[src/common/tcio_pkg.sv]
package tcio_pkg;

  // ----------------------------------------
  // Register map and field positions
  // ----------------------------------------
  localparam int unsigned ADDR_W = 12;
  localparam int unsigned CNT_W_DEF = 16;
  localparam int unsigned CHANNEL_DEF = 2;
  localparam logic [11:0] OFS_IOCTL = 12'h000;
  localparam logic [11:0] OFS_INTEN = 12'h004;
  localparam logic [11:0] OFS_STAT = 12'h008;
  localparam logic [11:0] OFS_REGB = 12'h00C;
  localparam logic [11:0] OFS_CNT = 12'h010;
  localparam int unsigned IOC_LSB = 4;
  localparam int unsigned EN_ADC_BIT = 6;
  localparam int unsigned EN_UDF_BIT = 5;
  localparam int unsigned EN_OVF_BIT = 4;
  localparam int unsigned EN_REGD_BIT = 3;
  localparam int unsigned EN_REGB_BIT = 1;
  localparam logic [3:0] IOC_RST = 4'h0;
  localparam logic [7:0] EN_RST = 8'h00;
  localparam logic [7:0] STAT_RST = 8'h00;

  // ----------------------------------------
  // Types
  // ----------------------------------------
  typedef enum logic [1:0] {
    ACT_KEEP = 2'b00,
    ACT_LOW = 2'b01,
    ACT_HIGH = 2'b10,
    ACT_TOGGLE = 2'b11
  } tcio_act_t;

  typedef struct packed {
    logic capture;
    logic init_level;
    tcio_act_t act;
  } tcio_ioc_t;

  typedef struct packed {
    logic trough;
    logic underflow;
    logic overflow;
    logic reg_d;
  } tcio_evt_t;

  // Enable bits that exist in a given channel
  function automatic logic [7:0] tcio_en_mask(input int unsigned ch);
    logic [7:0] m;
    m = 8'h00;
    m[EN_REGB_BIT] = 1'b1;
    m[EN_OVF_BIT] = 1'b1;
    m[EN_ADC_BIT] = (ch == 4);
    m[EN_UDF_BIT] = (ch == 1) || (ch == 2);
    m[EN_REGD_BIT] = (ch == 0) || (ch == 3) || (ch == 4);
    return m;
  endfunction : tcio_en_mask

endpackage : tcio_pkg

[src/rtl/tcio_pin_unit.sv]
`timescale 1ns/1ps
module tcio_pin_unit
  import tcio_pkg::*;
(
  input wire logic clk_in,
  input wire logic arst_n_in,
  input wire tcio_ioc_t ioc_in,
  input wire logic ioc_upd_in,
  input wire logic match_in,
  input wire logic pin_in,
  output logic pin_out,
  output logic pin_oe_out,
  output logic capture_out
);

  logic pin_q;
  logic pin_d;
  logic prev_q;
  wire logic rise;
  wire logic fall;
  wire logic edge_hit;
  wire logic oc_mode;

  assign oc_mode = ~ioc_in.capture;
  assign rise = pin_in & ~prev_q;
  assign fall = ~pin_in & prev_q;

  // ----------------------------------------
  // Capture edge select
  // ----------------------------------------
  assign edge_hit = ioc_in.act[1] ? (rise | fall) :
                    ioc_in.act[0] ? fall :
                    rise;
  assign capture_out = ioc_in.capture & edge_hit;

  // ----------------------------------------
  // Compare output level
  // ----------------------------------------
  always_comb begin
    pin_d = pin_q;
    if (ioc_upd_in && oc_mode && ioc_in.act != ACT_KEEP) begin
      pin_d = ioc_in.init_level;
    end else if (match_in && oc_mode) begin
      case (ioc_in.act)
        ACT_LOW: pin_d = 1'b0;
        ACT_HIGH: pin_d = 1'b1;
        ACT_TOGGLE: pin_d = ~pin_q;
        default: pin_d = pin_q;
      endcase
    end
  end

  // Low from reset until software programs the pin
  always_ff @(posedge clk_in or negedge arst_n_in) begin
    if (!arst_n_in) begin
      pin_q <= 1'b0;
      prev_q <= 1'b0;
    end else begin
      pin_q <= pin_d;
      prev_q <= pin_in;
    end
  end

  assign pin_out = pin_q;
  assign pin_oe_out = oc_mode;

endmodule : tcio_pin_unit

[src/rtl/tcio_top.sv]
// Operation
// - Output compare with action code 01 drives the pin low on each match.
// - Output compare with action code 10 drives the pin high on each match.
// - Output compare with action code 11 inverts the pin on each match.
// - Capture mode with code 00 captures on a rising pin edge, bit 6 ignored.
// - Capture mode with code 01 captures on a falling pin edge.
// - Capture mode with bit 5 set captures on both edges, bit 4 ignored.
// - After reset the pin is driven low until the control register is first written.
// - Enable bit 6 gates converter start requests from the channel 4 trough in complementary PWM.
// - Enable bit 6 reads zero in channels 0 to 3 and software writes zero there.
// - Enable bit 5 gates the underflow request in channels 1 and 2.
// - Enable bit 5 reads zero in channels 0, 3 and 4 and software writes zero there.
// - Enable bit 4 gates the overflow request.
// - Enable bit 3 gates the register D request in channels 0, 3 and 4.
// - Enable bit 3 reads zero in channels 1 and 2 and software writes zero there.
//
// Local design decisions: the placing of the registers and the APB interface to the registers.
`timescale 1ns/1ps
module tcio_top
  import tcio_pkg::*;
#(
  parameter int unsigned CHANNEL = CHANNEL_DEF,
  parameter int unsigned CNT_W = CNT_W_DEF
) (
  input wire logic clk_in,
  input wire logic arst_n_in,
  input wire logic psel_in,
  input wire logic penable_in,
  input wire logic pwrite_in,
  input wire logic [ADDR_W-1:0] paddr_in,
  input wire logic [31:0] pwdata_in,
  input wire logic [3:0] pstrb_in,
  output logic [31:0] prdata_out,
  output logic pready_out,
  output logic pslverr_out,
  input wire logic [CNT_W-1:0] counter_in,
  input wire tcio_evt_t evt_in,
  input wire logic comp_pwm_in,
  input wire logic pin_in,
  output logic pin_out,
  output logic pin_oe_out,
  output logic irq_out,
  output logic udf_irq_out,
  output logic ovf_irq_out,
  output logic regd_irq_out,
  output logic adc_start_out
);

  // ----------------------------------------
  // Elaboration checks
  // ----------------------------------------
  if (CHANNEL > 4 || CNT_W < 2 || CNT_W > 16) begin : g_bad_param
    $error("tcio_top: CHANNEL must be 0..4 and CNT_W 2..16");
  end

  localparam logic [7:0] EN_MASK = tcio_en_mask(CHANNEL);
  localparam logic [7:0] ST_MASK = EN_MASK & ~(8'h01 << EN_ADC_BIT);

  // Address decode for the error answer; the read mux compares paddr_in on its own
  function automatic logic tcio_hit(input logic [ADDR_W-1:0] a);
    return (a == OFS_IOCTL) || (a == OFS_INTEN) || (a == OFS_STAT) ||
           (a == OFS_REGB) || (a == OFS_CNT);
  endfunction : tcio_hit

  // ----------------------------------------
  // State
  // ----------------------------------------
  tcio_ioc_t ioc_q;
  tcio_ioc_t ioc_d;
  logic [7:0] en_q;
  logic [7:0] en_d;
  logic [7:0] st_q;
  logic [7:0] st_d;
  logic [CNT_W-1:0] regb_q;
  logic [CNT_W-1:0] regb_d;
  logic ioc_upd_q;
  logic ioc_written_q;
  logic eq_q;
  logic adc_q;
  logic [31:0] rdata_q;
  logic err_q;

  // ----------------------------------------
  // APB decode
  // ----------------------------------------
  wire logic setup;
  wire logic wr;
  wire logic wr_ioc;
  wire logic wr_en;
  wire logic wr_st;
  wire logic wr_regb;
  wire logic [15:0] regb_ext;
  wire logic [15:0] regb_wr;
  wire logic [31:0] rdata;
  wire logic [7:0] st_set;
  wire logic [7:0] st_clr;
  wire logic [7:0] st_act;
  wire logic eq;
  wire logic oc_mode;
  wire logic match;
  wire logic cap_pulse;

  assign setup = psel_in & ~penable_in;
  assign wr = psel_in & penable_in & pwrite_in;
  assign wr_ioc = wr & (paddr_in == OFS_IOCTL) & pstrb_in[0];
  assign wr_en = wr & (paddr_in == OFS_INTEN) & pstrb_in[0];
  assign wr_st = wr & (paddr_in == OFS_STAT) & pstrb_in[0];
  assign wr_regb = wr & (paddr_in == OFS_REGB);

  // Lane merge on a 16-bit view, so a narrow counter needs no special case
  assign regb_ext = 16'(regb_q);
  assign regb_wr = {pstrb_in[1] ? pwdata_in[15:8] : regb_ext[15:8], pstrb_in[0] ? pwdata_in[7:0] : regb_ext[7:0]};

  // Reserved enable and status bits never store a one
  assign rdata = (paddr_in == OFS_IOCTL) ? {24'h000000, ioc_q, 4'h0} :
                 (paddr_in == OFS_INTEN) ? {24'h000000, en_q} :
                 (paddr_in == OFS_STAT) ? {24'h000000, st_q} :
                 (paddr_in == OFS_REGB) ? 32'(regb_q) :
                 (paddr_in == OFS_CNT) ? 32'(counter_in) :
                 32'h00000000;

  // Zero wait state; read data is sampled in the setup cycle
  assign pready_out = psel_in & penable_in;
  assign prdata_out = rdata_q;
  assign pslverr_out = err_q;

  // ----------------------------------------
  // Compare match and capture
  // ----------------------------------------
  // Match on the first cycle of equality, so a slow counter matches once
  assign oc_mode = ~ioc_q.capture;
  assign eq = (counter_in == regb_q);
  assign match = eq & ~eq_q & oc_mode;

  tcio_pin_unit u_pin (
    .clk_in(clk_in),
    .arst_n_in(arst_n_in),
    .ioc_in(ioc_q),
    .ioc_upd_in(ioc_upd_q),
    .match_in(match),
    .pin_in(pin_in),
    .pin_out(pin_out),
    .pin_oe_out(pin_oe_out),
    .capture_out(cap_pulse)
  );

  // ----------------------------------------
  // Register next values
  // ----------------------------------------
  assign st_set = {2'b00, evt_in.underflow, evt_in.overflow, evt_in.reg_d, 1'b0, match | cap_pulse, 1'b0};
  assign st_clr = wr_st ? pwdata_in[7:0] : 8'h00;

  always_comb begin
    ioc_d = wr_ioc ? tcio_ioc_t'(pwdata_in[7:IOC_LSB]) : ioc_q;
    en_d = wr_en ? (pwdata_in[7:0] & EN_MASK) : en_q;
    st_d = ((st_q & ~st_clr) | st_set) & ST_MASK;
    regb_d = wr_regb ? regb_wr[CNT_W-1:0] : regb_q;
    // Hardware capture outranks a software write in the same cycle
    if (cap_pulse) begin
      regb_d = counter_in;
    end
  end

  always_ff @(posedge clk_in or negedge arst_n_in) begin
    if (!arst_n_in) begin
      ioc_q <= tcio_ioc_t'(IOC_RST);
      en_q <= EN_RST;
      st_q <= STAT_RST;
      regb_q <= '0;
    end else begin
      ioc_q <= ioc_d;
      en_q <= en_d;
      st_q <= st_d;
      regb_q <= regb_d;
    end
  end

  always_ff @(posedge clk_in or negedge arst_n_in) begin
    if (!arst_n_in) begin
      ioc_upd_q <= 1'b0;
      ioc_written_q <= 1'b0;
      eq_q <= 1'b0;
      adc_q <= 1'b0;
    end else begin
      ioc_upd_q <= wr_ioc;
      ioc_written_q <= ioc_written_q | wr_ioc;
      eq_q <= eq;
      adc_q <= evt_in.trough & comp_pwm_in & en_q[EN_ADC_BIT];
    end
  end

  always_ff @(posedge clk_in or negedge arst_n_in) begin
    if (!arst_n_in) begin
      rdata_q <= 32'h00000000;
      err_q <= 1'b0;
    end else if (setup) begin
      rdata_q <= pwrite_in ? 32'h00000000 : rdata;
      err_q <= ~tcio_hit(paddr_in);
    end
  end

  // ----------------------------------------
  // Interrupt requests
  // ----------------------------------------
  assign st_act = st_q & en_q;
  assign udf_irq_out = st_act[EN_UDF_BIT];
  assign ovf_irq_out = st_act[EN_OVF_BIT];
  assign regd_irq_out = st_act[EN_REGD_BIT];
  assign irq_out = |st_act;
  assign adc_start_out = adc_q;
endmodule : tcio_top

[config.mk]
export PLATFORM = sky130hd
export DESIGN_NAME = tcio_top
export DESIGN_NICKNAME = d
export VERILOG_FILES = /design/src/common/tcio_pkg.sv /design/src/rtl/tcio_pin_unit.sv /design/src/rtl/tcio_top.sv
export SDC_FILE = /design/constraint.sdc
export NUM_CORES = 1
export LEC_CHECK = 0
export ABC_AREA = 1
export BUFFER_PORTS_ARGS = -buffer_cell sky130_fd_sc_hd__buf_2
export CAP_MARGIN = 0
export CORE_ASPECT_RATIO = 1.1
export CORE_MARGIN = 5
export CORE_UTILIZATION = 53
export DETAILED_ROUTE_END_ITERATION = 8
export PLACE_DENSITY = 0.86
export SLEW_MARGIN = 20
export SYNTH_ARGS = -nofsm -noshare
export SYNTH_HDL_FRONTEND = slang
export SYNTH_SLANG_ARGS = --single-unit
[constraint.sdc]
create_clock -name clk_in -period 4.8 [get_ports clk_in]
set_input_delay 0.48 -clock clk_in [delete_from_list [all_inputs] [get_ports clk_in]]
set_output_delay 0.48 -clock clk_in [all_outputs]
set_load 0.01 [all_outputs]
# --- Word-level counts from Yosys, hierarchy flattened ---
# Index checks and enable logic that the tools add are counted.
op_classes:
  n_bitwise: 28
  n_reduce_logical: 18
  eq_ne: 8
  n_mux: 16
ops:
  columns: ["cell", "count"]
  rows:
  - ["16-bit 2-to-1 mux", 8]
  - ["12-bit by 4-bit equality test with 1-bit output (second input constant)", 2]
  - ["16-bit equality test", 1]
  - ["8-bit 2-to-1 mux", 2]
  - ["1-bit AND", 15]
  - ["6-bit AND", 2]
  - ["12-bit by 3-bit equality test with 1-bit output (second input constant)", 1]
  - ["12-bit by 5-bit equality test with 1-bit output (second input constant)", 1]
  - ["12-bit logical NOT", 1]
  - ["2-bit nonzero test", 5]
  - ["8-bit OR reduction", 1]
  - ["1-bit inverter", 7]
  - ["6-bit 2-to-1 mux", 1]
  - ["6-bit inverter", 1]
  - ["6-bit OR", 1]
  - ["2-bit AND reduction", 3]
  - ["2-bit equality test (second input constant)", 2]
  - ["1-bit logical OR", 4]
  - ["1-bit 2-to-1 mux", 4]
  - ["4-bit nonzero test", 1]
  - ["1-bit logical AND", 3]
  - ["1-bit one-hot mux with 3 select lines", 1]
  - ["2-bit by 1-bit equality test with 1-bit output (second input constant)", 1]
  - ["1-bit OR", 2]
word_totals:
  reg_bits: 63
  elab_cells: 83

# --- Depth between registers and ports, before layout ---
# Gate-level depths: netlist of run 1.
depth:
  depth_word: 8
  depth_mapped: 11

# --- Hierarchy ---
# A second synthesis of run 1 with hierarchy kept.
unflattened:
  cells_unflattened: 406
  hier_area_um2: 2999.1
by_module_without_submodules:
  columns: ["module", "area_each_um2", "cells_each", "instances"]
  rows:
  - ["tcio_top", 2811.4, 376, 1]
  - ["tcio_pin_unit", 187.7, 30, 1]

# --- Worst setup path before layout of run 1 ---
# OpenSTA, ideal clock, no wires.
synth_path:
  path_kind: "input port to flip-flop"
  start: "input pin_in"
  end: "register regb_q[0], in the netlist regb_ext[0]"
  required_time_ns: 4.670
  slack_ns: 3.127
  setup_ns: 0.130
  path_buffers: 1
  path_stages: 9
  arrival_ns: 1.542
  path_cell_list: "inv_1 ha_1 a21oi_1 nand2_2 inv_2 buf_2 nand2_1 o211ai_1 o21ai_0"
synth_between:
  elab_chain_cells: 7
  word_cells_on_any_way: 11
  classes_between: "mux: 3; bitwise: 5; reduce/logical: 3"
synth_lines:
  columns: ["element", "line", "source"]
  rows:
  - ["start: declaration", "tcio_top.sv:39", "input wire logic pin_in,"]
  - ["1-bit inverter", "tcio_pin_unit.sv:26", "assign fall = ~pin_in & prev_q;"]
  - ["1-bit AND", "tcio_pin_unit.sv:26", null]
  - ["1-bit 2-to-1 mux / 1-bit OR (equally long branches)", "tcio_pin_unit.sv:32, tcio_pin_unit.sv:31", null]
  - ["1-bit 2-to-1 mux (*)", "tcio_pin_unit.sv:31", "assign edge_hit = ioc_in.act[1] ? (rise | fall) :"]
  - ["1-bit AND (*)", "tcio_pin_unit.sv:34", "assign capture_out = ioc_in.capture & edge_hit;"]
  - ["2-bit nonzero test (no source line)", null, null]
  - ["2-bit AND reduction (no source line)", null, null]
  - ["end signal: assignment", "tcio_top.sv:174", "regb_q <= regb_d;"]
  - ["end: declaration", "tcio_top.sv:74", "logic [CNT_W-1:0] regb_q;"]
# Every way passes the cells marked *; elsewhere a longest branch is shown, timed or not.
# A chain may end at the register's enable or synchronous reset.

# --- Worst setup path after layout of run 1 ---
layout_path:
  start: "register u_pin.prev_q"
  end: "register regb_q[14], in the netlist regb_ext[14]"
layout_between:
  elab_chain_cells: 7
  word_cells_on_any_way: 11
  classes_between: "mux: 3; bitwise: 5; reduce/logical: 3"
layout_lines:
  columns: ["element", "line", "source"]
  rows:
  - ["start: declaration", "tcio_pin_unit.sv:18", "logic prev_q;"]
  - ["start signal: assignment", "tcio_pin_unit.sv:60", "prev_q <= pin_in;"]
  - ["1-bit inverter", "tcio_pin_unit.sv:25", "assign rise = pin_in & ~prev_q;"]
  - ["1-bit AND", "tcio_pin_unit.sv:25", null]
  - ["1-bit 2-to-1 mux / 1-bit OR (equally long branches)", "tcio_pin_unit.sv:32, tcio_pin_unit.sv:31", null]
  - ["1-bit 2-to-1 mux (*)", "tcio_pin_unit.sv:31", null]
  - ["1-bit AND (*)", "tcio_pin_unit.sv:34", null]
  - ["2-bit nonzero test (no source line)", null, null]
  - ["2-bit AND reduction (no source line)", null, null]
# Marks and branches as above.

==> metrics.cfg, run 1 <==
[logic_synthesis]
synthMuxAreaShare_pct = 0
synthAdderAreaFrac_pct = 0.837
ys_warn_count = 0
ys_types = 33
synthXorXnorAreaFrac_pct = 0.293
ys_seq_area_share_pct = 39.3
synth-compound-area-share_pct = 14.0
syn_inst = 423
synthSimpleGateAreaFrac_pct = 30.4
syn_avg_cell_area_um2 = 7.07
yosys_register_bits = 47
synth_top_family_by_area = simple AND/OR/NAND/NOR gates
syn-cell-area_um2 = 2990

[timing]
slew_headroom_pct = 57.1
fmax_ghz = 0.519
hold_viol_final = 0
worstMarginPinSlew_ns = 0.640
drv_slew = 0
finalCriticalPeriod_ns = 1.93
rsz0062_at_grt = no
setup_viol = 0
fin_crit_sh_pct = 40.1
tns_ns = 0
skew_ns = 0.00429

[global_routing]
grt.total_usage_pct = 21.9
grt_overflow = 0
grt_max_degree = 48
grt_first_pass_wirelength_um = 12200
first_global_vias = 2832
antenna_found_initial = 0

[run]
cap_violations = 0

[drt]
vias = 2908
via_per_inst = 5.10
wl_um = 7570
drt_iter0_markers = 161
dr.pass1.iters = 5
drc = 0
wl_per_cell_um = 13.3
ant_nets = 0

[run_status]
status = completed

[finish]
layout_common_cells = nand2_1, buf_2, inv_1
diodes = 0
nets = 571
layout-drive-gt1-share_pct = 22.0
final_common_cell = nand2_1
fin_area_um2 = 3430
areaGrowthSynthToFinish_pct = 14.6
utilization_pct = 63.1

[setup_path]
rrSetupSlack_ns = 2.87
cp.required_ns = 4.97
crit_fanout = 22
critPathKind = reg -> reg
worstSetupEndpointType = flip-flop
cp-start-kind = flip-flop
arrival_ns = 2.10

[power]
leakagePower_nw = 2.03
ir_drop_uv = 206
p_per_area_nw_per_um2 = 245

[clock_tree]
path_clk_slew_ns = 0.09
postCtsSetupRepairBufs = 0
hold_buffers = 0
cts_buffer_depth = 2
htreeDepth = 2
clock-root-buffer = clkbuf_8
cts_tree = built
cts_inserted_buffers = 5
clk_latency_ns = 0.30
cts.sinks = 47
cts_resized = 0

[die]
io_pins = 116
fp-row-count = 28
start_util_pct = 55.0
dieWidth_um = 81.6
dieArea_um2 = 7240
core_um2 = 5430
die_h_um = 88.8

[place]
placed_cell_area_um2 = 3320
gp_congestion = 0.846
portBuffers = 76
hpwlAfterDp_um = 5810

[worst_hold_path]
hp-class = in -> async

## final timing paths
check                                          start                         to  cells after the start
setup / recovery              u_pin.prev_q$_DFF_PN0_   regb_ext[14]$_DFFE_PN0P_                      7
hold / removal                             arst_n_in          st_q[5]$_DFF_PN0_                      1
setup reg to reg              u_pin.prev_q$_DFF_PN0_   regb_ext[14]$_DFFE_PN0P_                      7
hold reg to reg            prdata_out[8]$_DFFE_PN0P_  prdata_out[8]$_DFFE_PN0P_                      2
max in group asynchronous                  arst_n_in  prdata_out[6]$_DFFE_PN0P_                      1
min in group clk_in                           pin_in     u_pin.prev_q$_DFF_PN0_                      1
## layer usage
layer	vias up	track usage [%]	wire, um
met5	-	0	0
met4	0	9.52	221
met1	1333	25.7	2930
met2	117	38.2	3830
met3	19	5.09	588
li1	1439	-	-
## report_power, final
group / switching (mW) / total [mW] / internal, mW / leakage (nW)
Sequential: 0.0129 / 0.429 / 0.416 / 0.599
Clock: 0.137 / 0.268 / 0.131 / 0.0505
Combinational: 0.0921 / 0.141 / 0.0488 / 1.38
## worst max-delay path, cell delays in order (launching register included)
cell      delay [ns]
dfrtp_1         0.40
ha_1            0.27
a21oi_1         0.17
nand2_2         0.25
inv_2           0.39
nand2_1         0.09
o211ai_1        0.11
o21ai_0         0.11
## cells by family after synthesis
logic type | after synthesis
compound gates | 67
simple gates | 212
flops | 47
other cells | 1
fa+ha+maj | 2
buf+inv | 93
xor+xnor | 1
## area by class of cell
type,count,area (um2)
clock buffers,7,96.3
clock inverters,1,7.51
fillers,493,2000
inverters,64,241
multi-input cells,300,1430
flip-flops and latches,47,1180
well taps,75,93.8
repair buffers,76,383
## Yosys cell counts
cell / instances / area share, %
a31oi_1: 2 / 0.42
o21bai_1: 2 / 0.50
nand3_2: 1 / 0.33
o211ai_2: 1 / 0.42
dfrtp_1: 47 / 39
nand2_2: 5 / 1.0
nor3_4: 1 / 0.54
nand2_1: 152 / 19
buf_6: 3 / 1.1
inv_2: 5 / 0.63
clkbuf_1: 3 / 0.38
xor2_1: 1 / 0.29
o211ai_1: 11 / 2.8
buf_2: 4 / 0.67
nand2_4: 2 / 0.75
inv_1: 58 / 7.3
nor3_2: 4 / 1.3
o21ai_2: 3 / 0.88
nor2_1: 22 / 2.8
o21ai_4: 1 / 0.54
clkinv_2: 1 / 0.17
nor4_1: 1 / 0.21
o31ai_1: 1 / 0.25
nand3_1: 21 / 3.5
ha_1: 2 / 0.84
o21ai_0: 27 / 4.5
conb_1: 1 / 0.13
buf_4: 19 / 4.8
a21oi_1: 2 / 0.33
o21ai_1: 5 / 0.84
o22ai_1: 12 / 2.5
nor2_4: 1 / 0.38
nand4_1: 2 / 0.42
## per-stage QoR
stage / hold slack, ns / setup WS (ns) / power (mW) / instances
after detailed placement: 0.466 / 2.64 / 0.576 / 562
after global routing: 0.222 / 2.71 / 0.889 / 570
after floorplan: 0.184 / 3.13 / 0.535 / 440
after global placement: 0.459 / 2.70 / 0.569 / 562
after CTS: 0.307 / 2.89 / 0.840 / 570
final: 0.179 / 2.87 / 0.838 / 570
## registers in the layout, indices dropped and copies added (netlist names)
signal         count
ioc_q              4
eq_q               1
ioc_upd_q          1
u_pin.prev_q       1
u_pin.pin_out      1
pslverr_out        1
st_q               3
regb_ext          16
prdata_out        16
en_q               3
(Power assumes the default switching activity.)
==> run 2, diff against run 1 <==
Settings changed: ABC_AREA 1 to 0, CORE_UTILIZATION 53 to 44, PLACE_DENSITY 0.86 to 0.77.
Clock period 4.8 ns to 1.55 ns, I/O delays scaled along.
==> metrics.cfg, run 2 <==
[run_status]
status = finished, violations left
violations = negative setup slack

[place]
gp_congestion = 0.853  ; +0.83%
place_ws_ns = -0.333  ; -2.97 ns
portBuffers = 76  ; unchanged
placed_cell_area_um2 = 3470  ; +4.6%
hpwlAfterDp_um = 5840  ; +0.51%

[clock_tree]
cts_inserted_buffers = 5  ; unchanged
cts_buffer_depth = 2  ; unchanged
cts.sinks = 47  ; unchanged
clk_latency_ns = 0.29  ; about the same
htreeDepth = 2  ; unchanged
path_clk_slew_ns = 0.08  ; about the same
cts_tree = built
clock-root-buffer = clkbuf_8

[finish]
layout-drive-gt1-share_pct = 38.0  ; +16 points
areaGrowthSynthToFinish_pct = 31.4
final_common_cell = buf_2
layout_common_cells = buf_2, dfrtp_1, buf_4
nets = 458  ; -20%
fin_area_um2 = 3660  ; +6.7%
utilization_pct = 59.4  ; -3.7 points
diodes = 0  ; unchanged

[power]
leakagePower_nw = 1.86  ; -8.7%
p_sw_mw = 0.580  ; +140%
intPower_mw = 1.66  ; +180%
ir_drop_uv = 338  ; +64%
seqPwrFrac_pct = 55.1  ; +3.9 points
p_comb_share_pct = 12.8  ; -4.0 points
p_sw_share_pct = 25.8  ; -3.0 points
power_frac_clock_pct = 32.2  ; +0.2 points
p_per_area_nw_per_um2 = 614  ; +150%

[worst_hold_path]
holdCritStartpoint = evt_in[1]
hp-class = in -> reg

[logic_synthesis]
synth_most_common_cell = dfrtp_1
async_flop_share_pct = 100  ; unchanged
synthAdderAreaFrac_pct = 0.900  ; +0.063 points
synth_area_leaders = dfrtp_1, mux2i_1, buf_4
synth_edf_count = 0  ; unchanged
synthFlopType = dfrtp_1
syn_avg_cell_area_um2 = 10.2  ; +44%
synth-compound-area-share_pct = 15.6  ; +1.6 points
synth_area_leader_cell = dfrtp_1
yosys_register_bits = 47  ; unchanged
syn_inst = 273  ; -35%
synthSimpleGateAreaFrac_pct = 17.6  ; -13 points
synthMuxAreaShare_pct = 10.5  ; +11 points
synthTopCellsByCount = dfrtp_1, buf_4, a21oi_1, mux2i_1, nor2_1
synth_top_family_by_area = simple AND/OR/NAND/NOR gates
synth_top_area_share_pct = 42.3  ; +2.9 points
ys_types = 49  ; +48%
ys_seq_area_share_pct = 42.3  ; +2.9 points
synthXorXnorAreaFrac_pct = 5.04  ; +4.7 points
syn-cell-area_um2 = 2780  ; -6.9%
ys_warn_count = 0  ; unchanged

[drt]
dr.pass1.iters = 4  ; -1
ant_nets = 0  ; unchanged
vias = 2471  ; -15%
wl_um = 7580  ; +0.16%
via_per_inst = 5.35  ; +4.8%
drt_iter0_markers = 182  ; +13%
drc = 0  ; unchanged
wl_per_cell_um = 16.4  ; +24%

[die]
core_um2 = 6160  ; +13%
fp-row-count = 30  ; +7.1%
dieWidth_um = 85.8  ; +5.1%
start_util_pct = 45.2  ; -9.9 points
die_h_um = 93.4  ; +5.2%
io_pins = 116  ; unchanged
dieArea_um2 = 8010  ; +11%

[setup_path]
cp-start-kind = flip-flop
crit_fanout = 3  ; -86%
cp.required_ns = 1.73  ; -3.24 ns
arrival_ns = 1.77  ; -0.33 ns
worstSetupEndpointType = flip-flop
cp-startpoint = regb_ext[1]$_DFFE_PN0P_
path_buf_inv = 0  ; -1
r2r_start = regb_ext[1]$_DFFE_PN0P_
critPathSlowestCell = dfrtp_1
critPathMaxStageDelay_ns = 0.39  ; about the same
critPathKind = reg -> reg
path_cells = xor2_1 > nor4_1 > nand4_1 > mux2_2
crit_family = simple AND/OR/NAND/NOR gates

[global_routing]
antenna_found_initial = 0  ; unchanged
grt_max_degree = 31  ; -35%
first_global_vias = 2530  ; -11%
grt_overflow = 0  ; unchanged
grt_first_pass_wirelength_um = 12100  ; -1.1%
grt.total_usage_pct = 19.0  ; -2.9 points

[timing]
rsz0062_at_grt = yes
drv_slew = 0  ; unchanged
setup_viol = 3  ; +3
hold_viol_final = 0  ; unchanged
worst_slack_ns = -0.0393  ; -2.91 ns
fin_crit_sh_pct = 103  ; +62 points
skew_ns = 0.00666  ; +0.00238 ns
finalCriticalPeriod_ns = 1.59  ; -0.337 ns
fmax_ghz = 0.629  ; +21%

[run]
cap_violations = 0  ; unchanged

[run 2: cell count changes in the layout (fill, tap and decap cells not counted), moves of 16 or more]
cell	previous run	this run
a21oi_1	2	18
buf_4	1	29
inv_1	58	7
mux2i_1	0	18
nand2_1	152	12
nand3_1	21	2
o21ai_0	27	7
[run 2: cell families after synthesis]
logic type	after synthesis
fa+ha+maj	2
other cells	1
simple gates	81
xor+xnor	16
buf+inv	37
flops	47
mux	28
compound gates	61
[run 2: area by class of cell]
class | count | area (um2)
fill | 519 | 2500
tap | 80 | 100
sequential | 47 | 1180
timing repair buffer | 114 | 749
clock inverter | 1 | 5.00
clock buffer | 7 | 76.3
multi-input combinational | 206 | 1520
inverter | 7 | 26.3
[run 2: final timing paths]
check / to / slack [ns] / cells after the start
setup / recovery: u_pin.pin_out$_DFFE_PN0P_ / -0.04 / 4
hold / removal: st_q[4]$_DFF_PN0_ / 0.04 / 2
setup reg to reg: u_pin.pin_out$_DFFE_PN0P_ / -0.04 / 4
hold reg to reg: prdata_out[0]$_DFFE_PN0P_ / 0.48 / 2
max in group asynchronous: regb_ext[2]$_DFFE_PN0P_ / 0.71 / 3
min in group asynchronous: st_q[5]$_DFF_PN0_ / 0.33 / 2
[run 2: power groups by stage]
stage	clock network (mW)	registers, mW	logic, mW
2_1_floorplan	0	1.26	0.141
3_3_place_gp	0	1.26	0.269
3_5_place_dp	0	1.26	0.274
4_1_cts	0.737	1.24	0.281
5_1_grt	0.794	1.24	0.316
6_report	0.721	1.24	0.287
[run 2: worst register-to-register path, delay by kind of cell, from the launching register on]
family | cells | cell delay (ns)
DFF | 1 | 0.39
and+or+nand+nor | 2 | 0.56
muxes | 1 | 0.34
xor gates and xnor gates | 1 | 0.18
[run 2: what timing repair did]
action / 4_1_cts / 5_1_grt
hold buffers: 2 / 0
endpoints found under the setup margin: 19 / 31
setup buffers: 2 / 0
pin swaps: 3 / 1
endpoints found under the hold margin: 18 / 0
gates cloned: 1 / 0
resized for setup: 8 / 6
[run 2: per-layer routing]
layer | vias to the layer above | GRT usage, % | routed length [um]
met5 | - | 0 | 0
met4 | 0 | 5.94 | 102
met3 | 10 | 3.52 | 444
met1 | 1204 | 24.8 | 3210
met2 | 89 | 31.9 | 3820
li1 | 1168 | - | -
[run 2: per-stage QoR]
step | TNS [ns] | std cells | hold WS, ns | power [mW]
3_5_place_dp | -11.20 | 449 | 0.121 | 1.53
5_1_grt | -1.97 | 462 | 0.0294 | 2.35
4_1_cts | -0.0497 | 462 | 0.0292 | 2.25
3_3_place_gp | -10.15 | 449 | 0.118 | 1.53
6_report | -0.0617 | 462 | 0.0356 | 2.24
2_1_floorplan | -7.61 | 290 | -0.141 | 1.40
==> run 3, diff against run 2 <==
--- a/config.mk
+++ b/config.mk
@@ -10,7 +10,9 @@
 export CAP_MARGIN = 0
+export CELL_PAD_IN_SITES_DETAIL_PLACEMENT = 0
+export CELL_PAD_IN_SITES_GLOBAL_PLACEMENT = 1
 export CORE_ASPECT_RATIO = 1.1
 export CORE_MARGIN = 5
-export CORE_UTILIZATION = 44
+export CORE_UTILIZATION = 32
 export DETAILED_ROUTE_END_ITERATION = 8
-export PLACE_DENSITY = 0.77
+export PLACE_DENSITY_LB_ADDON = 0.1
 export SLEW_MARGIN = 20
==> constraint.sdc (replaced) <==
create_clock -name clk_in -period 1.55 [get_ports clk_in]
set_input_delay 0.31 -clock clk_in [delete_from_list [all_inputs] [get_ports clk_in]]
set_output_delay 0.31 -clock clk_in [all_outputs]
set_load 0.01 [all_outputs]
==> metrics.cfg, run 3 (synthesis gave the netlist of run 2 again) <==
[run_status]
status = finished, violations left
violations = negative setup slack

[finish]
fillers = 812  ; +56%
regArea_um2 = 1180  ; unchanged
layout-drive-gt1-share_pct = 47.3  ; +9.4 points
diodes = 0  ; unchanged
layout_common_cells = buf_2, buf_4, dfrtp_1
final_common_cell = buf_2
nets = 491  ; +7.2%
multiInputGateArea_um2 = 1620  ; +6.6%
areaGrowthSynthToFinish_pct = 46.2

[worst_hold_path]
hp-class = in -> reg

[die]
fp-row-count = 35  ; +17%
dieWidth_um = 98.9  ; +15%
io_pins = 116  ; unchanged
die_h_um = 108  ; +15%
start_util_pct = 32.9  ; -12 points
dieArea_um2 = 10700  ; +33%
core_um2 = 8450  ; +37%

[setup_path]
crit_fanout = 8  ; +5
arrival_ns = 1.87  ; +0.10 ns
critPathKind = in -> reg
cp.required_ns = 1.73  ; about the same
cp-start-kind = input pin
rrSetupSlack_ns = -0.05  ; about the same
worstSetupEndpointType = flip-flop

[clock_tree]
cts_inserted_buffers = 5  ; unchanged
path_clk_slew_ns = 0.08  ; about the same
cts.sinks = 47  ; unchanged
htreeDepth = 2  ; unchanged
clk_latency_ns = 0.30  ; about the same
clock-root-buffer = clkbuf_8
cts_buffer_depth = 2  ; unchanged
cts_tree = built

[drt]
dr.pass1.iters = 4  ; unchanged
vias = 2527  ; +2.3%
drc = 0  ; unchanged
drt_iter0_markers = 73  ; -60%
wl_per_cell_um = 16.3  ; -0.94%
wl_um = 8530  ; +13%
ant_nets = 0  ; unchanged
via_per_inst = 4.81  ; -10%

[power]
power_mw = 2.35  ; +4.8%
p_per_area_nw_per_um2 = 579  ; -5.7%
ir_drop_uv = 345  ; +2.2%
leakagePower_nw = 2.04  ; +10%

[global_routing]
antenna_found_initial = 0  ; unchanged
first_global_vias = 2610  ; +3.2%
grt_first_pass_wirelength_um = 13600  ; +12%
grt_overflow = 0  ; unchanged
grt_max_degree = 21  ; -32%
grt.total_usage_pct = 15.9  ; -3.2 points

[timing]
hold_viol_final = 0  ; unchanged
finalCriticalPeriod_ns = 1.69  ; +0.103 ns
fmax_ghz = 0.591  ; -6.1%
setup_viol = 44  ; +41
worst_slack_ns = -0.142  ; -0.103 ns
fin_crit_sh_pct = 109  ; +6.7 points
whs_ns = 0.159  ; +0.124 ns
skew_ns = 0.00788  ; +0.00122 ns
rsz0062_at_grt = yes
drv_slew = 0  ; unchanged

[place]
portBuffers = 76  ; unchanged
hpwlAfterDp_um = 6500  ; +11%
gp_congestion = 0.817  ; -4.3%

[run]
cap_violations = 0  ; unchanged

[run 3: changes by cell type in the layout (fill, tap and decap cells not counted), sizes merged]
| cell | change |
|---|---|
| buf | +34 |
| clkbuf | -1 |
| dlygate4sd3 | -1 |
[run 3: per-layer routing]
metal | share of wire [%] | GRT usage [%] | up-vias
met5 | 0 | 0 | -
met4 | 0.59 | 3.22 | 0
met3 | 5.3 | 3.24 | 4
met2 | 49 | 26.5 | 66
met1 | 45 | 21.2 | 1221
li1 | - | - | 1236
[run 3: cell type report]
class	instances	area share [%]
multi-input combinational	206	39.9
sequential	47	28.9
timing repair buffer	147	24.9
tap	111	3.42
clock buffer	6	2.03
inverter	7	0.646
clock inverter	1	0.123
[run 3: per-stage QoR]
step	worst slack (ns)	setup TNS (ns)	area, um2	std cells	utilization [%]
floorplan	-0.428	-14.15	2890	290	-
global placement	-0.476	-18.52	3740	509	44.2
detailed placement	-0.515	-18.61	3740	509	44.2
CTS	-0.117	-3.26	3970	520	47.0
global route	-0.183	-6.07	4070	525	48.1
finish	-0.142	-4.06	4070	525	48.1
[run 3: path summary, 6_finish.rpt]
kind,startpoint,endpoint,cells past startpoint
max,paddr_in[5],regb_ext[7]$_DFFE_PN0P_,6
max reg2reg,regb_ext[4]$_DFFE_PN0P_,u_pin.pin_out$_DFFE_PN0P_,4
min,pin_in,u_pin.prev_q$_DFF_PN0_,1
min in group asynchronous,arst_n_in,prdata_out[1]$_DFFE_PN0P_,2
min reg2reg,pslverr_out$_DFFE_PN0P_,pslverr_out$_DFFE_PN0P_,2
max in group asynchronous,arst_n_in,regb_ext[7]$_DFFE_PN0P_,3
[run 3: repair_timing]
| item | CTS | global route |
|---|---|---|
| hold endpoints to repair | 11 | 0 |
| pin swaps | 21 | 21 |
| buffers inserted | 4 | 5 |
| resized for setup | 29 | 11 |
| hold buffers | 1 | 0 |
| setup endpoints to repair | 44 | 46 |
| gates cloned | 0 | 1 |
[run 3: power breakdown]
| group | total (mW) | internal [mW] | switching [mW] |
|---|---|---|---|
| registers | 1.24 | 1.23 | 0.00353 |
| logic | 0.353 | 0.159 | 0.194 |
| clock network | 0.765 | 0.351 | 0.413 |
[run 3: worst max-delay path: stages]
cell and delay, ns:
buf_6 0.09, or4_4 0.63, nor4_4 0.35, buf_12 0.19, mux2i_1 0.21, a21oi_1 0.09
